[config.mk]
export PLATFORM = sky130hd
export DESIGN_NAME = rtrf_host
export DESIGN_NICKNAME = d
export VERILOG_FILES = /design/src/rtl/rtrf_pkg.sv /design/src/rtl/rtrf_host.sv /design/src/rtl/rtrf_resp_parser.sv
export VERILOG_INCLUDE_DIRS = /design/src /design/src/rtl
export SDC_FILE = /design/constraint.sdc
export NUM_CORES = 2
export LEC_CHECK = 0
export ABC_CLOCK_PERIOD_IN_PS = 8900
export BUFFER_PORTS_ARGS = -buffer_cell sky130_fd_sc_hd__buf_2
export CAP_MARGIN = 20
export CORE_UTILIZATION = 50
export CTS_BUF_LIST = sky130_fd_sc_hd__clkbuf_16
export CTS_CLUSTER_DIAMETER = 150
export DETAILED_ROUTE_END_ITERATION = 10
export PLACE_DENSITY = 0.65
export SLEW_MARGIN = 0
export SYNTH_ARGS = -nofsm -noshare
export SYNTH_HDL_FRONTEND = slang
export SYNTH_SLANG_ARGS = --single-unit
[constraint.sdc]
create_clock -name pclk -period 8.9 [get_ports pclk]
set_input_delay 1.335 -clock pclk [delete_from_list [all_inputs] [get_ports pclk]]
set_output_delay 1.335 -clock pclk [all_outputs]
set_load 0.02 [all_outputs]
[src/rtl/rtrf_params.svh]
// Constants for the transmit request framer host controller.
`ifndef RTRF_PARAMS_SVH
`define RTRF_PARAMS_SVH
`define RTRF_START 8'h7E
`define RTRF_TYPE_TX 8'h10
`define RTRF_TYPE_EXPL 8'h11
`define RTRF_TYPE_STAT 8'h89
`define RTRF_TYPE_XSTAT 8'h8B
`define RTRF_CKS_BASE 8'hFF
`define RTRF_OPT_MASK 8'h7D
`define RTRF_OPT_SECURE 8'h10
`define RTRF_OPT_LINKKEY 8'h20
`define RTRF_ENC_OVERHEAD 8'h04
`define RTRF_ADDR_BCAST 64'h0000_0000_0000_FFFF
`define RTRF_ADDR_SHORT 64'hFFFF_FFFF_FFFF_FFFF
`define RTRF_ADDR_COORD 64'h0000_0000_0000_0000
`define RTRF_SHORT_UNK 16'hFFFE
`define RTRF_SHORT_COORD 16'h0000
`define RTRF_EP_DATA 8'hE8
`define RTRF_CL_DATA 16'h0011
`define RTRF_HDR_TX 8'h0E
`define RTRF_HDR_EXPL 8'h14
`define RTRF_HDR_TX_END 5'h11
`define RTRF_HDR_EXPL_END 5'h17
`define RTRF_REG_CTRL 12'h000
`define RTRF_REG_STAT 12'h004
`define RTRF_REG_ADDRH 12'h008
`define RTRF_REG_ADDRL 12'h00C
`define RTRF_REG_FIELDS 12'h010
`define RTRF_REG_APP 12'h014
`define RTRF_REG_MAXPL 12'h018
`define RTRF_REG_DATA 12'h01C
`define RTRF_REG_RESP 12'h020
`define RTRF_PL_DEPTH 256
`define RTRF_MAXPL_RST 8'h54
`define RTRF_PROFILE_RST 16'hC105
`endif

[src/rtl/rtrf_pkg.sv]
// Types shared by the transmit request framer host controller.
package rtrf_pkg;
    typedef enum logic [2:0] {
        RTRF_IDLE = 3'b000,
        RTRF_HDR = 3'b001,
        RTRF_PAY = 3'b010,
        RTRF_CKS = 3'b011,
        RTRF_WAIT = 3'b100
    } rtrf_state_t;
    typedef enum logic [2:0] {
        RTRF_RX_START = 3'b000,
        RTRF_RX_LENH = 3'b001,
        RTRF_RX_LENL = 3'b010,
        RTRF_RX_BODY = 3'b011,
        RTRF_RX_CKS = 3'b100
    } rtrf_rx_state_t;
endpackage : rtrf_pkg

[src/rtl/rtrf_host.sv]
// Host controller that frames transmit requests for the radio module.
`include "rtrf_params.svh"
module rtrf_host (
    input wire logic pclk,
    input wire logic presetn,
    input wire logic psel,
    input wire logic penable,
    input wire logic pwrite,
    input wire logic [11:0] paddr,
    input wire logic [31:0] pwdata,
    output logic [31:0] prdata,
    output logic pready,
    output logic pslverr,
    output logic [7:0] tx_byte,
    output logic tx_valid,
    input wire logic tx_ready,
    input wire logic rx_valid,
    input wire logic [7:0] rx_byte
);
    // ------------------------------------------------------------
    // Software registers
    // ------------------------------------------------------------
    logic [63:0] dest64_q;
    logic [15:0] dest16_q;
    logic [7:0] frame_id_q;
    logic [7:0] radius_q;
    logic [7:0] opts_q;
    logic [7:0] src_ep_q;
    logic [7:0] dst_ep_q;
    logic [15:0] cluster_q;
    logic [15:0] profile_q;
    logic [7:0] maxpl_q;
    logic [7:0] pl_cnt_q;
    logic explicit_q;
    logic busy_q;
    logic err_q;
    logic resp_q;
    logic [31:0] resp_word_q;
    logic [7:0] pl_mem [`RTRF_PL_DEPTH];
    rtrf_pkg::rtrf_state_t st_q;
    logic [4:0] hidx_q;
    logic [7:0] pidx_q;
    logic [7:0] sum_q;
    logic [7:0] tx_byte_q;
    logic tx_valid_q;

    // APB answers in the access cycle itself: no wait states.
    wire acc = psel && penable;
    wire wr = acc && pwrite;
    wire wr_ctrl = wr && paddr == `RTRF_REG_CTRL;
    wire wr_data = wr && paddr == `RTRF_REG_DATA;
    wire mapped = paddr == `RTRF_REG_CTRL || paddr == `RTRF_REG_STAT ||
        paddr == `RTRF_REG_ADDRH || paddr == `RTRF_REG_ADDRL ||
        paddr == `RTRF_REG_FIELDS || paddr == `RTRF_REG_APP ||
        paddr == `RTRF_REG_MAXPL || paddr == `RTRF_REG_DATA ||
        paddr == `RTRF_REG_RESP;

    // Encrypted options each cost four payload bytes of the maximum.
    wire [7:0] enc_cut =
        ((opts_q & `RTRF_OPT_SECURE) != 8'h00 ? `RTRF_ENC_OVERHEAD : 8'h00) +
        ((opts_q & `RTRF_OPT_LINKKEY) != 8'h00 ? `RTRF_ENC_OVERHEAD : 8'h00);
    wire [7:0] limit = maxpl_q > enc_cut ? maxpl_q - enc_cut : 8'h00;
    // Reserved option bits or too much payload refuse the send.
    wire opt_bad = (opts_q & ~`RTRF_OPT_MASK) != 8'h00;
    wire len_bad = pl_cnt_q > limit;
    wire go = wr_ctrl && pwdata[0] && !busy_q;
    wire go_ok = go && !opt_bad && !len_bad;

    wire [7:0] hdr_len = explicit_q ? `RTRF_HDR_EXPL : `RTRF_HDR_TX;
    wire [15:0] frame_len = {8'h00, hdr_len} + {8'h00, pl_cnt_q};
    wire [4:0] hdr_end = explicit_q ? `RTRF_HDR_EXPL_END : `RTRF_HDR_TX_END;

    // ------------------------------------------------------------
    // Header byte selection
    // ------------------------------------------------------------
    // Outer fields go most significant byte first.
    // Options go out exactly as set, several bits together.
    // Zero options is legal and lets the module pick defaults.
    logic [7:0] hbyte;
    always_comb begin
        hbyte = 8'h00;
        case (hidx_q)
            5'd0: hbyte = `RTRF_START;
            5'd1: hbyte = frame_len[15:8];
            5'd2: hbyte = frame_len[7:0];
            5'd3: hbyte = explicit_q ? `RTRF_TYPE_EXPL : `RTRF_TYPE_TX;
            5'd4: hbyte = frame_id_q;
            5'd5: hbyte = dest64_q[63:56];
            5'd6: hbyte = dest64_q[55:48];
            5'd7: hbyte = dest64_q[47:40];
            5'd8: hbyte = dest64_q[39:32];
            5'd9: hbyte = dest64_q[31:24];
            5'd10: hbyte = dest64_q[23:16];
            5'd11: hbyte = dest64_q[15:8];
            5'd12: hbyte = dest64_q[7:0];
            5'd13: hbyte = dest16_q[15:8];
            5'd14: hbyte = dest16_q[7:0];
            5'd15: hbyte = explicit_q ? src_ep_q : radius_q;
            5'd16: hbyte = explicit_q ? dst_ep_q : opts_q;
            5'd17: hbyte = cluster_q[15:8];
            5'd18: hbyte = cluster_q[7:0];
            5'd19: hbyte = profile_q[15:8];
            5'd20: hbyte = profile_q[7:0];
            5'd21: hbyte = radius_q;
            5'd22: hbyte = opts_q;
            default: hbyte = 8'h00;
        endcase
    end

    // The checksum skips start and length bytes.
    wire counted = hidx_q > 5'd2;
    wire [7:0] cks = `RTRF_CKS_BASE - sum_q;
    wire take = !tx_valid_q || tx_ready;

    wire resp_done;
    wire [7:0] r_type;
    wire [7:0] r_id;
    wire [7:0] r_stat;
    wire [15:0] r_addr;
    wire r_ok;
    // A status matches only when its ID equals the one we sent.
    wire resp_hit = resp_done && r_ok && r_id == frame_id_q &&
        (r_type == `RTRF_TYPE_STAT || r_type == `RTRF_TYPE_XSTAT);

    rtrf_resp_parser u_parser (
        .pclk(pclk),
        .presetn(presetn),
        .rx_valid(rx_valid),
        .rx_byte(rx_byte),
        .done(resp_done),
        .frame_type(r_type),
        .frame_id(r_id),
        .status(r_stat),
        .short_addr(r_addr),
        .cks_ok(r_ok)
    );

    // ------------------------------------------------------------
    // Register writes
    // ------------------------------------------------------------
    // Writes handled here are dropped while busy_q is set; STAT clears and the CTRL bit 3 abort still act.
    always_ff @(posedge pclk or negedge presetn) begin
        if (!presetn) begin
            dest64_q <= `RTRF_ADDR_BCAST;
            dest16_q <= `RTRF_SHORT_UNK;
            frame_id_q <= 8'h00;
            radius_q <= 8'h00;
            opts_q <= 8'h00;
            src_ep_q <= `RTRF_EP_DATA;
            dst_ep_q <= `RTRF_EP_DATA;
            cluster_q <= `RTRF_CL_DATA;
            profile_q <= `RTRF_PROFILE_RST;
            maxpl_q <= `RTRF_MAXPL_RST;
            explicit_q <= 1'b0;
            pl_cnt_q <= 8'h00;
        end else if (wr && !busy_q) begin
            case (paddr)
                `RTRF_REG_CTRL: begin
                    explicit_q <= pwdata[1];
                    if (pwdata[2]) begin
                        pl_cnt_q <= 8'h00;
                    end
                end
                `RTRF_REG_ADDRH: dest64_q[63:32] <= pwdata;
                `RTRF_REG_ADDRL: dest64_q[31:0] <= pwdata;
                `RTRF_REG_FIELDS: begin
                    frame_id_q <= pwdata[7:0];
                    radius_q <= pwdata[15:8];
                    opts_q <= pwdata[23:16];
                    dest16_q[7:0] <= pwdata[31:24];
                end
                `RTRF_REG_APP: begin
                    src_ep_q <= pwdata[7:0];
                    dst_ep_q <= pwdata[15:8];
                    cluster_q <= pwdata[31:16];
                end
                `RTRF_REG_MAXPL: begin
                    maxpl_q <= pwdata[7:0];
                    dest16_q[15:8] <= pwdata[15:8];
                    profile_q <= pwdata[31:16];
                end
                `RTRF_REG_DATA: begin
                    // Payload bytes are stored in the order written.
                    if (pl_cnt_q != 8'hFF) begin
                        pl_cnt_q <= pl_cnt_q + 8'h01;
                    end
                end
                default: ;
            endcase
        end
    end

    always_ff @(posedge pclk) begin
        if (wr_data && !busy_q) begin
            pl_mem[pl_cnt_q] <= pwdata[7:0];
        end
    end

    // ------------------------------------------------------------
    // Frame sender
    // ------------------------------------------------------------
    always_ff @(posedge pclk or negedge presetn) begin
        if (!presetn) begin
            st_q <= rtrf_pkg::RTRF_IDLE;
            hidx_q <= 5'd0;
            pidx_q <= 8'h00;
            sum_q <= 8'h00;
            tx_byte_q <= 8'h00;
            tx_valid_q <= 1'b0;
            busy_q <= 1'b0;
        end else begin
            if (tx_valid_q && tx_ready) begin
                tx_valid_q <= 1'b0;
            end
            case (st_q)
                rtrf_pkg::RTRF_IDLE: begin
                    if (go_ok) begin
                        busy_q <= 1'b1;
                        hidx_q <= 5'd0;
                        pidx_q <= 8'h00;
                        sum_q <= 8'h00;
                        st_q <= rtrf_pkg::RTRF_HDR;
                    end
                end
                rtrf_pkg::RTRF_HDR: begin
                    if (take) begin
                        tx_byte_q <= hbyte;
                        tx_valid_q <= 1'b1;
                        if (counted) begin
                            sum_q <= sum_q + hbyte;
                        end
                        hidx_q <= hidx_q + 5'd1;
                        if (hidx_q == hdr_end - 5'd1) begin
                            st_q <= pl_cnt_q == 8'h00 ?
                                rtrf_pkg::RTRF_CKS : rtrf_pkg::RTRF_PAY;
                        end
                    end
                end
                rtrf_pkg::RTRF_PAY: begin
                    if (take) begin
                        tx_byte_q <= pl_mem[pidx_q];
                        tx_valid_q <= 1'b1;
                        sum_q <= sum_q + pl_mem[pidx_q];
                        pidx_q <= pidx_q + 8'h01;
                        if (pidx_q + 8'h01 == pl_cnt_q) begin
                            st_q <= rtrf_pkg::RTRF_CKS;
                        end
                    end
                end
                rtrf_pkg::RTRF_CKS: begin
                    if (take) begin
                        tx_byte_q <= cks;
                        tx_valid_q <= 1'b1;
                        // With ID zero no answer comes, so do not wait.
                        st_q <= frame_id_q == 8'h00 ?
                            rtrf_pkg::RTRF_IDLE : rtrf_pkg::RTRF_WAIT;
                        busy_q <= frame_id_q != 8'h00;
                    end
                end
                rtrf_pkg::RTRF_WAIT: begin
                    // Software may abort with CTRL bit 3 if no answer comes.
                    if (resp_hit || (wr_ctrl && pwdata[3])) begin
                        busy_q <= 1'b0;
                        st_q <= rtrf_pkg::RTRF_IDLE;
                    end
                end
                default: st_q <= rtrf_pkg::RTRF_IDLE;
            endcase
        end
    end

    // ------------------------------------------------------------
    // Status flags and APB answer
    // ------------------------------------------------------------
    // A new response wins over a software clear in the same cycle.
    wire stat_clr = wr && paddr == `RTRF_REG_STAT;
    always_ff @(posedge pclk or negedge presetn) begin
        if (!presetn) begin
            err_q <= 1'b0;
            resp_q <= 1'b0;
            resp_word_q <= 32'h0000_0000;
            prdata <= 32'h0000_0000;
            pready <= 1'b0;
            pslverr <= 1'b0;
        end else begin
            if (go && (opt_bad || len_bad)) begin
                err_q <= 1'b1;
            end else if (stat_clr && pwdata[1]) begin
                err_q <= 1'b0;
            end
            if (resp_hit) begin
                resp_q <= 1'b1;
                resp_word_q <= {r_addr, r_stat, r_type};
            end else if (stat_clr && pwdata[2]) begin
                resp_q <= 1'b0;
            end
            pready <= psel && !penable;
            pslverr <= psel && !penable && !mapped;
            case (paddr)
                `RTRF_REG_CTRL: prdata <= {31'h0000_0000, explicit_q} << 1;
                `RTRF_REG_STAT: prdata <= {24'h00_0000, pl_cnt_q[4:0],
                    resp_q, err_q, busy_q};
                `RTRF_REG_ADDRH: prdata <= dest64_q[63:32];
                `RTRF_REG_ADDRL: prdata <= dest64_q[31:0];
                `RTRF_REG_FIELDS: prdata <= {dest16_q[7:0], opts_q, radius_q,
                    frame_id_q};
                `RTRF_REG_APP: prdata <= {cluster_q, dst_ep_q, src_ep_q};
                `RTRF_REG_MAXPL: prdata <= {profile_q, dest16_q[15:8], maxpl_q};
                `RTRF_REG_RESP: prdata <= resp_word_q;
                default: prdata <= 32'h0000_0000;
            endcase
        end
    end

    assign tx_byte = tx_byte_q;
    assign tx_valid = tx_valid_q;

    // Reserved option bits never leave the host on the options byte.
    a_opt_clean: assert property (@(posedge pclk) disable iff (!presetn)
        st_q == rtrf_pkg::RTRF_HDR && take && hidx_q == hdr_end - 5'd1 |=>
        (tx_byte_q & ~`RTRF_OPT_MASK) == 8'h00)
        else $error("reserved option bit sent");
    // Start delimiter is the first byte of each frame.
    a_start_byte: assert property (@(posedge pclk) disable iff (!presetn)
        st_q == rtrf_pkg::RTRF_IDLE && go_ok ##1 take [*1] |=>
        tx_byte_q == `RTRF_START)
        else $error("frame does not open with start byte");
    // Zero frame ID returns to idle right after the checksum.
    a_no_wait_id0: assert property (@(posedge pclk) disable iff (!presetn)
        st_q == rtrf_pkg::RTRF_CKS && take && frame_id_q == 8'h00 |=>
        st_q == rtrf_pkg::RTRF_IDLE && !busy_q)
        else $error("waiting for a suppressed response");
    // Payload stays within the shrunken limit for the whole frame.
    a_len_limit: assert property (@(posedge pclk) disable iff (!presetn)
        busy_q && st_q != rtrf_pkg::RTRF_IDLE |-> pl_cnt_q <= limit)
        else $error("payload over maximum");
    // Byte held stable while the module stalls.
    a_tx_hold: assert property (@(posedge pclk) disable iff (!presetn)
        tx_valid_q && !tx_ready |=> tx_valid_q && $stable(tx_byte_q))
        else $error("byte changed under stall");
    // Matching response releases the busy state next cycle.
    a_resp_free: assert property (@(posedge pclk) disable iff (!presetn)
        st_q == rtrf_pkg::RTRF_WAIT && resp_hit |=> !busy_q && resp_q)
        else $error("response did not end wait");
    // Type byte matches the selected frame kind.
    a_type_byte: assert property (@(posedge pclk) disable iff (!presetn)
        st_q == rtrf_pkg::RTRF_HDR && take && hidx_q == 5'd3 |=>
        tx_byte_q == (explicit_q ? `RTRF_TYPE_EXPL : `RTRF_TYPE_TX))
        else $error("wrong frame type byte");
    // Checksum plus sum gives 0xFF.
    a_cks_sum: assert property (@(posedge pclk) disable iff (!presetn)
        st_q == rtrf_pkg::RTRF_CKS && take |=>
        tx_byte_q + $past(sum_q) == `RTRF_CKS_BASE)
        else $error("bad checksum byte");
endmodule : rtrf_host

[src/rtl/rtrf_resp_parser.sv]
// Parser for status frames coming back from the radio module.
`include "rtrf_params.svh"
module rtrf_resp_parser (
    input wire logic pclk,
    input wire logic presetn,
    input wire logic rx_valid,
    input wire logic [7:0] rx_byte,
    output logic done,
    output logic [7:0] frame_type,
    output logic [7:0] frame_id,
    output logic [7:0] status,
    output logic [15:0] short_addr,
    output logic cks_ok
);
    rtrf_pkg::rtrf_rx_state_t st_q;
    logic [15:0] len_q;
    logic [15:0] idx_q;
    logic [7:0] sum_q;
    logic [7:0] last_q;
    logic [7:0] b1_q;
    logic [7:0] b2_q;

    // Byte sum plus the checksum must equal 0xFF for a clean frame.
    wire [7:0] sum_with_cks = sum_q + rx_byte;
    wire body_last = (idx_q + 16'h0001) == len_q;

    // ------------------------------------------------------------
    // Frame walker
    // ------------------------------------------------------------
    // Field positions follow the type: 0x8B carries short address.
    always_ff @(posedge pclk or negedge presetn) begin
        if (!presetn) begin
            st_q <= rtrf_pkg::RTRF_RX_START;
            len_q <= 16'h0000;
            idx_q <= 16'h0000;
            sum_q <= 8'h00;
            last_q <= 8'h00;
            b1_q <= 8'h00;
            b2_q <= 8'h00;
            done <= 1'b0;
            frame_type <= 8'h00;
            frame_id <= 8'h00;
            status <= 8'h00;
            short_addr <= 16'h0000;
            cks_ok <= 1'b0;
        end else begin
            done <= 1'b0;
            if (rx_valid) begin
                case (st_q)
                    rtrf_pkg::RTRF_RX_START: begin
                        if (rx_byte == `RTRF_START) begin
                            st_q <= rtrf_pkg::RTRF_RX_LENH;
                        end
                    end
                    rtrf_pkg::RTRF_RX_LENH: begin
                        len_q[15:8] <= rx_byte;
                        st_q <= rtrf_pkg::RTRF_RX_LENL;
                    end
                    rtrf_pkg::RTRF_RX_LENL: begin
                        len_q[7:0] <= rx_byte;
                        idx_q <= 16'h0000;
                        sum_q <= 8'h00;
                        st_q <= rtrf_pkg::RTRF_RX_BODY;
                    end
                    rtrf_pkg::RTRF_RX_BODY: begin
                        sum_q <= sum_with_cks;
                        idx_q <= idx_q + 16'h0001;
                        case (idx_q)
                            16'h0000: frame_type <= rx_byte;
                            16'h0001: frame_id <= rx_byte;
                            16'h0002: b1_q <= rx_byte;
                            16'h0003: b2_q <= rx_byte;
                            default: last_q <= rx_byte;
                        endcase
                        if (body_last) begin
                            st_q <= rtrf_pkg::RTRF_RX_CKS;
                        end
                    end
                    rtrf_pkg::RTRF_RX_CKS: begin
                        done <= 1'b1;
                        cks_ok <= sum_with_cks == `RTRF_CKS_BASE;
                        if (frame_type == `RTRF_TYPE_XSTAT) begin
                            short_addr <= {b1_q, b2_q};
                            status <= last_q;
                        end else begin
                            short_addr <= `RTRF_SHORT_UNK;
                            status <= b1_q;
                        end
                        st_q <= rtrf_pkg::RTRF_RX_START;
                    end
                    default: st_q <= rtrf_pkg::RTRF_RX_START;
                endcase
            end
        end
    end
endmodule : rtrf_resp_parser

Yosys cells after proc, flatten, opt, wreduce, memory -nomap -nowiden
Memories as Yosys holds them, arrays and structs flattened. Index checks and enable logic that the tools add are counted. W data, S select, Z words.

Memory bits (writable): 2048. Output and inout bits: 43. Word-level logic and storage cells: 261. Bits in registers: 380. Memory bits (read-only): 0. Latch bits: 0. Memories kept: 1. Input port bits: 59.

Muxes and demuxes: 59. $mul: 0. Equal/unequal tests: 62. Divide/modulo/power cells: 0. Reductions and logical operators: 82. Magnitude comparators: 3. Add/sub/neg operators: 12. Bitwise operators: 1. Shifts and indexed selects: 0.

Memories: pl_mem (depth 256, bits a word 8, rd ports 1, clocked after memory_dff 0, wr ports 1, RTL line rtrf_host.sv:39) `` logic [7:0] pl_mem [`RTRF_PL_DEPTH]; ``.

Operators by type and width (count): $pmux W32 S8 (1); $pmux W8 S23 (1); $mux W8 (14); $eq A12 B5 Y1 const B (4); $pmux W8 S2 (3); $pmux W8 S3 (2); $eq A5 B4 Y1 const B (8); $mux W3 (13); $eq A5 B5 Y1 const B (7); $eq A16 B2 Y1 const B (2); $pmux W16 S2 (1); $add A8 B8 Y8 (3); $eq A12 B4 Y1 const B (2); $eq A8 B8 Y1 const B (3); $reduce_and A3 Y1 (8); $logic_and A1 B1 Y1 (21); $eq A5 B3 Y1 const B (4); $reduce_and A2 Y1 (10); $ne A2 B2 Y1 const B (9); $add A16 B1 Y16 const B (1); $add A8 B1 Y8 const B (2); $eq A16 B1 Y1 const B (1); $eq A16 B16 Y1 (1); $eq A8 B8 Y1 (2); other kinds (43) (96).

Logic depth before layout (Yosys ltp)
Depth in word-level cells: 11. Depth in mapped cells: 29. Depth with buffers taken out: 21.

Modules after synthesis
A second synthesis with hierarchy kept.

Cells, all modules: 5734. Area total of the unflattened synthesis: 99414.1 µm².

By module, submodules not included: rtrf_host (times used 1, area an instance 94049.0 µm², sequential area each 68341.8 µm², cells each 5224); rtrf_resp_parser (times used 1, area an instance 5365.1 µm², sequential area each 2727.6 µm², cells each 510).

Least setup slack after synthesis
Ideal clock, no wire load.

Path kind: register -> register. Start point: register pidx_q[0]. End point: register sum_q[7]. Required time: 8.769 ns. Clock period less this slack: 4.870 ns. Stages on the path, launching flop included: 21. Path buffers: 4. Data arrival time: 4.739 ns. Setup slack: 4.030 ns. Setup time: 0.131 ns. Cell sequence: dfrtp_1 > buf_6 > buf_6 > buf_6 > buf_2 > mux4_2 > mux4_2 > mux4_2 > o22a_1 > a31oi_2 > inv_2 > ha_1 > a21o_1 > a21oi_1 > o21bai_1 > a21oi_1 > o21bai_1 > a21oi_1 > o21ai_0 > and4_1 > or3_1.

Longest elaborated chain between the ends: 4.

RTL lines: start, declared (RTL line rtrf_host.sv:42) `logic [7:0] pidx_q;`; start signal, assigned (RTL line rtrf_host.sv:244) `pidx_q <= pidx_q + 8'h01;`; $mem_v2 Z256 W8; $add A8 B8 Y8 (RTL line rtrf_host.sv:243) `sum_q <= sum_q + pl_mem[pidx_q];`; $mux W8 (RTL line rtrf_host.sv:240) `if (take) begin`; $pmux W8 S3 (RTL line rtrf_host.sv:215) `case (st_q)`; end signal, assigned (RTL line rtrf_host.sv:230) `sum_q <= sum_q + hbyte;`; end signal, assigned (RTL line rtrf_host.sv:243); end, declared (RTL line rtrf_host.sv:43) `logic [7:0] sum_q;`.

No other way between the ends. The select of a mux whose other input is x is not followed. A chain may end at the register's enable or synchronous reset.

Worst setup path in the final report
Ends and elaborated chain as after synthesis.

==> flow_results.xml <==
<?xml version="1.0" encoding="UTF-8"?>
<metrics>
  <group name="clock_network">
    <metric name="tritoncts_num_sinks" unit="">2428</metric>
    <metric name="cts_hold_buffers" unit="">0</metric>
    <metric name="tritoncts" unit="">yes</metric>
    <metric name="ctsRootBufferMaster" unit="">sky130_fd_sc_hd__clkbuf_16</metric>
    <metric name="later_pin_clock_latency_in_the_skew_report" unit="ps">860</metric>
    <metric name="post_cts_resized" unit="">0</metric>
    <metric name="post_cts_buffers" unit="">0</metric>
    <metric name="clockBufferDepth" unit="">3</metric>
    <metric name="clk_pin_slew" unit="ps">70</metric>
    <metric name="tritoncts.num_buffers" unit="">235</metric>
    <metric name="cts-htree-levels" unit="">4</metric>
  </group>
  <group name="yosys">
    <metric name="syn-cell-area" unit="µm²">98800</metric>
    <metric name="synth.lib_cells_used.distinct" unit="">79</metric>
    <metric name="ys_seq_elements" unit="">2428</metric>
    <metric name="yosysTopAreaCell" unit="">sky130_fd_sc_hd__edfxtp_1</metric>
    <metric name="netlist.area_leader.share" unit="%">62.3</metric>
    <metric name="synth_async_sr_flop_share" unit="%">15.7</metric>
    <metric name="syn_area_per_cell" unit="µm²">18.3</metric>
    <metric name="synthesized_net_count" unit="">5495</metric>
    <metric name="synth-seq-area-share" unit="%">72.0</metric>
    <metric name="warning_count_from_the_yosys_run" unit="">0</metric>
    <metric name="syn_inst" unit="">5389</metric>
    <metric name="synth_ff_type" unit="">sky130_fd_sc_hd__edfxtp_1</metric>
    <metric name="synthTopCellsByArea" unit="">sky130_fd_sc_hd__edfxtp_1, sky130_fd_sc_hd__mux4_2, sky130_fd_sc_hd__dfrtp_1, sky130_fd_sc_hd__mux2_2, sky130_fd_sc_hd__mux2i_1</metric>
    <metric name="synth_edf_count" unit="">2048</metric>
  </group>
  <group name="pwr">
    <metric name="design_internal_power" unit="W">0.0204</metric>
    <metric name="power_switching" unit="W">0.00768</metric>
    <metric name="power.sequential.fraction" unit="%">45.9</metric>
    <metric name="ir_worst_vdd" unit="V">0.000206</metric>
    <metric name="power.share.switching" unit="%">27.4</metric>
    <metric name="clockPowerShare" unit="%">33.6</metric>
    <metric name="cellLeakagePower" unit="nW">36.3</metric>
    <metric name="comb_power_share" unit="%">20.5</metric>
    <metric name="power_density" unit="nW/µm²">257</metric>
  </group>
  <group name="layout">
    <metric name="finalNetCount" unit="">5617</metric>
    <metric name="area.growth.synth_to_final" unit="%">10.7</metric>
    <metric name="drive_gt1_share" unit="%">23.6</metric>
    <metric name="layout.filler_cells" unit="">14800</metric>
    <metric name="multi_input_logic_area" unit="µm²">25900</metric>
    <metric name="sequential_cell_area" unit="µm²">71100</metric>
  </group>
  <group name="grt">
    <metric name="via_count_of_the_first_global_routing_pass" unit="">52300</metric>
    <metric name="grt_start_max_net_pins" unit="">169</metric>
    <metric name="grt.overflow.total" unit="">0</metric>
    <metric name="globalRouteTotalUtil" unit="%">25.8</metric>
    <metric name="grt_antenna_before_repair" unit="">4</metric>
    <metric name="global_route_wire_length_before_repair" unit="mm">373</metric>
  </group>
  <group name="worst_setup_path">
    <metric name="path_depth" unit="">17</metric>
    <metric name="critical_path_buf_inv_count" unit="">1</metric>
    <metric name="crit_path_arrival_time" unit="ps">7070</metric>
    <metric name="required" unit="ps">9630</metric>
    <metric name="critPathMaxFanout" unit="">49</metric>
    <metric name="setup.worst_path.class" unit="">reg -&gt; reg</metric>
    <metric name="cp_slowest_stage_delay" unit="ps">1030</metric>
    <metric name="critical_path.slowest_cell" unit="">sky130_fd_sc_hd__dfrtp_4</metric>
    <metric name="end_kind" unit="">flop</metric>
    <metric name="timing.critical_path.max_delay_family" unit="">compound AO/OA/AOI/OAI gates</metric>
    <metric name="worst_r2r_path_depth" unit="">17</metric>
    <metric name="startpoint_type" unit="">flop</metric>
    <metric name="worstPathCellList" unit="">buf_12 &gt; mux4_2 &gt; mux4_2 &gt; a22o_1 &gt; a31o_2 &gt; a211oi_1 &gt; nor4_1 &gt; o21bai_1 &gt; ha_1 &gt; a21oi_1 &gt; o21bai_1 &gt; a21oi_1 &gt; o21bai_1 &gt; a21oi_1 &gt; o21ai_0 &gt; and4_1 &gt; or3_1</metric>
  </group>
  <group name="job">
    <metric name="cap_violations" unit="">0</metric>
  </group>
  <group name="sta">
    <metric name="setup_tns" unit="ps">0</metric>
    <metric name="maxClockFrequency" unit="GHz">0.158</metric>
    <metric name="finalCritPeriodShare" unit="%">71.2</metric>
    <metric name="timing.clock.skew" unit="ps">41.1</metric>
    <metric name="max-slew-margin-rel" unit="%">16.4</metric>
    <metric name="setup_violations" unit="">0</metric>
    <metric name="hold-worst-slack" unit="ps">475</metric>
    <metric name="final_hold_viol_count" unit="">0</metric>
    <metric name="minimum_clock_period" unit="ps">6340</metric>
    <metric name="drv_slew" unit="">0</metric>
    <metric name="tightestPinTransition" unit="ps">1240</metric>
    <metric name="rsz0062_at_grt" unit="">no</metric>
  </group>
  <group name="place">
    <metric name="place_congestion" unit="">0.916</metric>
    <metric name="port-buffer-count" unit="">101</metric>
    <metric name="dp_hpwl" unit="mm">156</metric>
  </group>
  <group name="routing">
    <metric name="wl_per_cell" unit="µm">30.8</metric>
    <metric name="dr_pass1_iterations" unit="">9</metric>
    <metric name="antenna_violating_nets_post_route" unit="">0</metric>
    <metric name="remaining_routing_drc_violations" unit="">0</metric>
    <metric name="route.vias.total" unit="">53400</metric>
    <metric name="drt_iter0_markers" unit="">6666</metric>
    <metric name="post_drt_via_cell_ratio" unit="">6.40</metric>
    <metric name="wl" unit="mm">257</metric>
  </group>
  <group name="hold_path">
    <metric name="worstHoldPathType" unit="">reg -&gt; reg</metric>
    <metric name="whs_path_depth" unit="">1</metric>
  </group>
  <group name="floorplanning">
    <metric name="floorplan_core_area" unit="µm²">196000</metric>
    <metric name="fp-row-count" unit="">162</metric>
    <metric name="fp.dieW" unit="µm">446</metric>
    <metric name="start_util" unit="%">50.5</metric>
    <metric name="design.die.area" unit="µm²">199000</metric>
    <metric name="num_io_pins" unit="">102</metric>
    <metric name="chipHeight" unit="µm">446</metric>
  </group>
  <group name="status">
    <metric name="outcome" unit="">complete, no violations</metric>
  </group>
</metrics>
-- cells in the final DEF (no fill, tap or decap), types with 11 or more instances in the layout --
cell type and n:
sky130_fd_sc_hd__a211oi_1 11, sky130_fd_sc_hd__a21oi_1 140, sky130_fd_sc_hd__a221oi_1 14, sky130_fd_sc_hd__a222oi_1 17, sky130_fd_sc_hd__a22o_1 21, sky130_fd_sc_hd__a22oi_1 129, sky130_fd_sc_hd__a31oi_1 12, sky130_fd_sc_hd__and2_1 14
sky130_fd_sc_hd__and3_1 13, sky130_fd_sc_hd__buf_12 17, sky130_fd_sc_hd__buf_2 92, sky130_fd_sc_hd__buf_4 94, sky130_fd_sc_hd__bufinv_16 13, sky130_fd_sc_hd__clkbuf_16 236, sky130_fd_sc_hd__clkinv_1 59, sky130_fd_sc_hd__clkinv_2 44
sky130_fd_sc_hd__dfrtp_1 326, sky130_fd_sc_hd__dfstp_2 49, sky130_fd_sc_hd__edfxtp_1 2048, sky130_fd_sc_hd__ha_1 44, sky130_fd_sc_hd__inv_1 99, sky130_fd_sc_hd__mux2_2 252, sky130_fd_sc_hd__mux2i_1 242, sky130_fd_sc_hd__mux4_1 20
sky130_fd_sc_hd__mux4_2 458, sky130_fd_sc_hd__nand2_1 130, sky130_fd_sc_hd__nand2_2 11, sky130_fd_sc_hd__nand2b_1 21, sky130_fd_sc_hd__nand3_1 83, sky130_fd_sc_hd__nand4_1 17, sky130_fd_sc_hd__nor2_1 385, sky130_fd_sc_hd__nor2b_1 16
sky130_fd_sc_hd__nor3_1 81, sky130_fd_sc_hd__nor4_1 16, sky130_fd_sc_hd__o21ai_0 58, sky130_fd_sc_hd__o221ai_1 114, sky130_fd_sc_hd__o22ai_1 63, sky130_fd_sc_hd__xnor2_1 45, sky130_fd_sc_hd__xor2_1 19
-- cell families after synthesis --
logic type | synth area share [%]
simple gates | 3.89
compound gates | 4.71
mux | 16.3
flops | 72.0
buf+inv | 1.96
fa+ha+maj | 0.618
xor+xnor | 0.568
-- cell type report --
type                            count  share of cell area, %
Timing Repair Buffer              215                   1.52
Clock inverter                    200                   1.24
Tap cell                         2624                   3.00
Sequential cell                  2428                   65.0
Multi-Input combinational cell   2589                   23.7
Antenna cell                        5                 0.0114
Clock buffer                      236                   5.40
Inverter                           42                  0.149
-- synthesized netlist by cell type (9+ instances only) --
cell type                  instances
sky130_fd_sc_hd__a22o_1           21
sky130_fd_sc_hd__dfrtp_1         331
sky130_fd_sc_hd__o21ai_0          58
sky130_fd_sc_hd__nand4_1          17
sky130_fd_sc_hd__o221ai_1        114
sky130_fd_sc_hd__nor4_1           20
sky130_fd_sc_hd__dfstp_2          49
sky130_fd_sc_hd__nor3_1           86
sky130_fd_sc_hd__xnor2_1          45
sky130_fd_sc_hd__mux2i_1         242
sky130_fd_sc_hd__a211oi_1         11
sky130_fd_sc_hd__clkbuf_1        200
sky130_fd_sc_hd__a31oi_1          12
sky130_fd_sc_hd__nor2b_1          19
sky130_fd_sc_hd__edfxtp_1       2048
sky130_fd_sc_hd__or3_1             9
sky130_fd_sc_hd__and2_1           14
sky130_fd_sc_hd__a21oi_1         140
sky130_fd_sc_hd__inv_1            37
sky130_fd_sc_hd__buf_6            47
sky130_fd_sc_hd__xor2_1           19
sky130_fd_sc_hd__ha_1             44
sky130_fd_sc_hd__mux2_2          252
sky130_fd_sc_hd__a221oi_1         14
sky130_fd_sc_hd__and3_1           13
sky130_fd_sc_hd__a22oi_1         129
sky130_fd_sc_hd__nand2_1         142
sky130_fd_sc_hd__nor2_1          387
sky130_fd_sc_hd__nand2b_1         22
sky130_fd_sc_hd__buf_4            23
sky130_fd_sc_hd__a222oi_1         17
sky130_fd_sc_hd__nand3_1          83
sky130_fd_sc_hd__buf_1            27
sky130_fd_sc_hd__mux4_1           20
sky130_fd_sc_hd__buf_2            29
sky130_fd_sc_hd__o22ai_1          63
sky130_fd_sc_hd__mux4_2          458
-- per-layer routing --
layer  wire, µm  share of wire [%]  track usage (%)  vias to the layer above
li1           -                  -                -                    22100
met1     105000                 41             37.3                    28100
met2     119000                 47             39.3                     2636
met3      22300                8.7             4.73                      490
met4      10200                4.0             9.68                        2
met5         11             0.0043                0                        -
-- through the flow --
step	util [%]	cell area, µm²	instances	worst slack, ps	power, W
2_1_floorplan	-	98800	5389	4030	0.0173
3_3_place_gp	52.2	102000	7894	2610	0.0188
3_5_place_dp	52.2	102000	7896	2680	0.0189
4_1_cts	55.9	109000	8332	2650	0.0282
5_1_grt	55.9	109000	8336	2290	0.0290
6_report	55.9	109000	8339	2560	0.0281
-- path summary, 6_finish.rpt --
path | slack [ps] | startpoint | end
min in group asynchronous | 530 | presetn | prdata[29]
hold / removal | 470 | resp_word_q[7] | resp_word_q[7]
setup / recovery | 2560 | pidx_q[0] | sum_q[7]
hold reg to reg | 470 | resp_word_q[7] | resp_word_q[7]
max in group asynchronous | 6250 | presetn | u_parser.last_q[0]
setup reg to reg | 2560 | pidx_q[0] | sum_q[7]
-- worst register-to-register path, delay by kind of cell (launching register included) --
kind,cells,cell delay [ps]
AOI/OAI and AO/OA,10,2420
muxes,2,1170
DFF,1,1030
and+or+nand+nor,3,770
buffers and inverters,1,460
adders and majority gates,1,350
-- power by group through the flow --
stage / Combinational [W] / Clock, W / Sequential [W]
after detailed placement: 0.00576 / 0 / 0.0131
after global placement: 0.00573 / 0 / 0.0131
after floorplan: 0.00435 / 0 / 0.0129
after CTS: 0.00578 / 0.00956 / 0.0129
final: 0.00575 / 0.00944 / 0.0129
after global routing: 0.00609 / 0.00999 / 0.0129
-- registers in the layout, indices dropped and copies added (netlist names), 16 cells and up --
| name | count |
|---|---|
| u_parser.short_addr | 16 |
| profile_q | 16 |
| resp_word_q | 32 |
| u_parser.len_q | 16 |
| pl_mem | 2048 |
| dest64_q | 64 |
| prdata | 32 |
| cluster_q | 16 |
| u_parser.idx_q | 16 |
| dest16_q | 16 |
(Power assumes the default switching activity.)
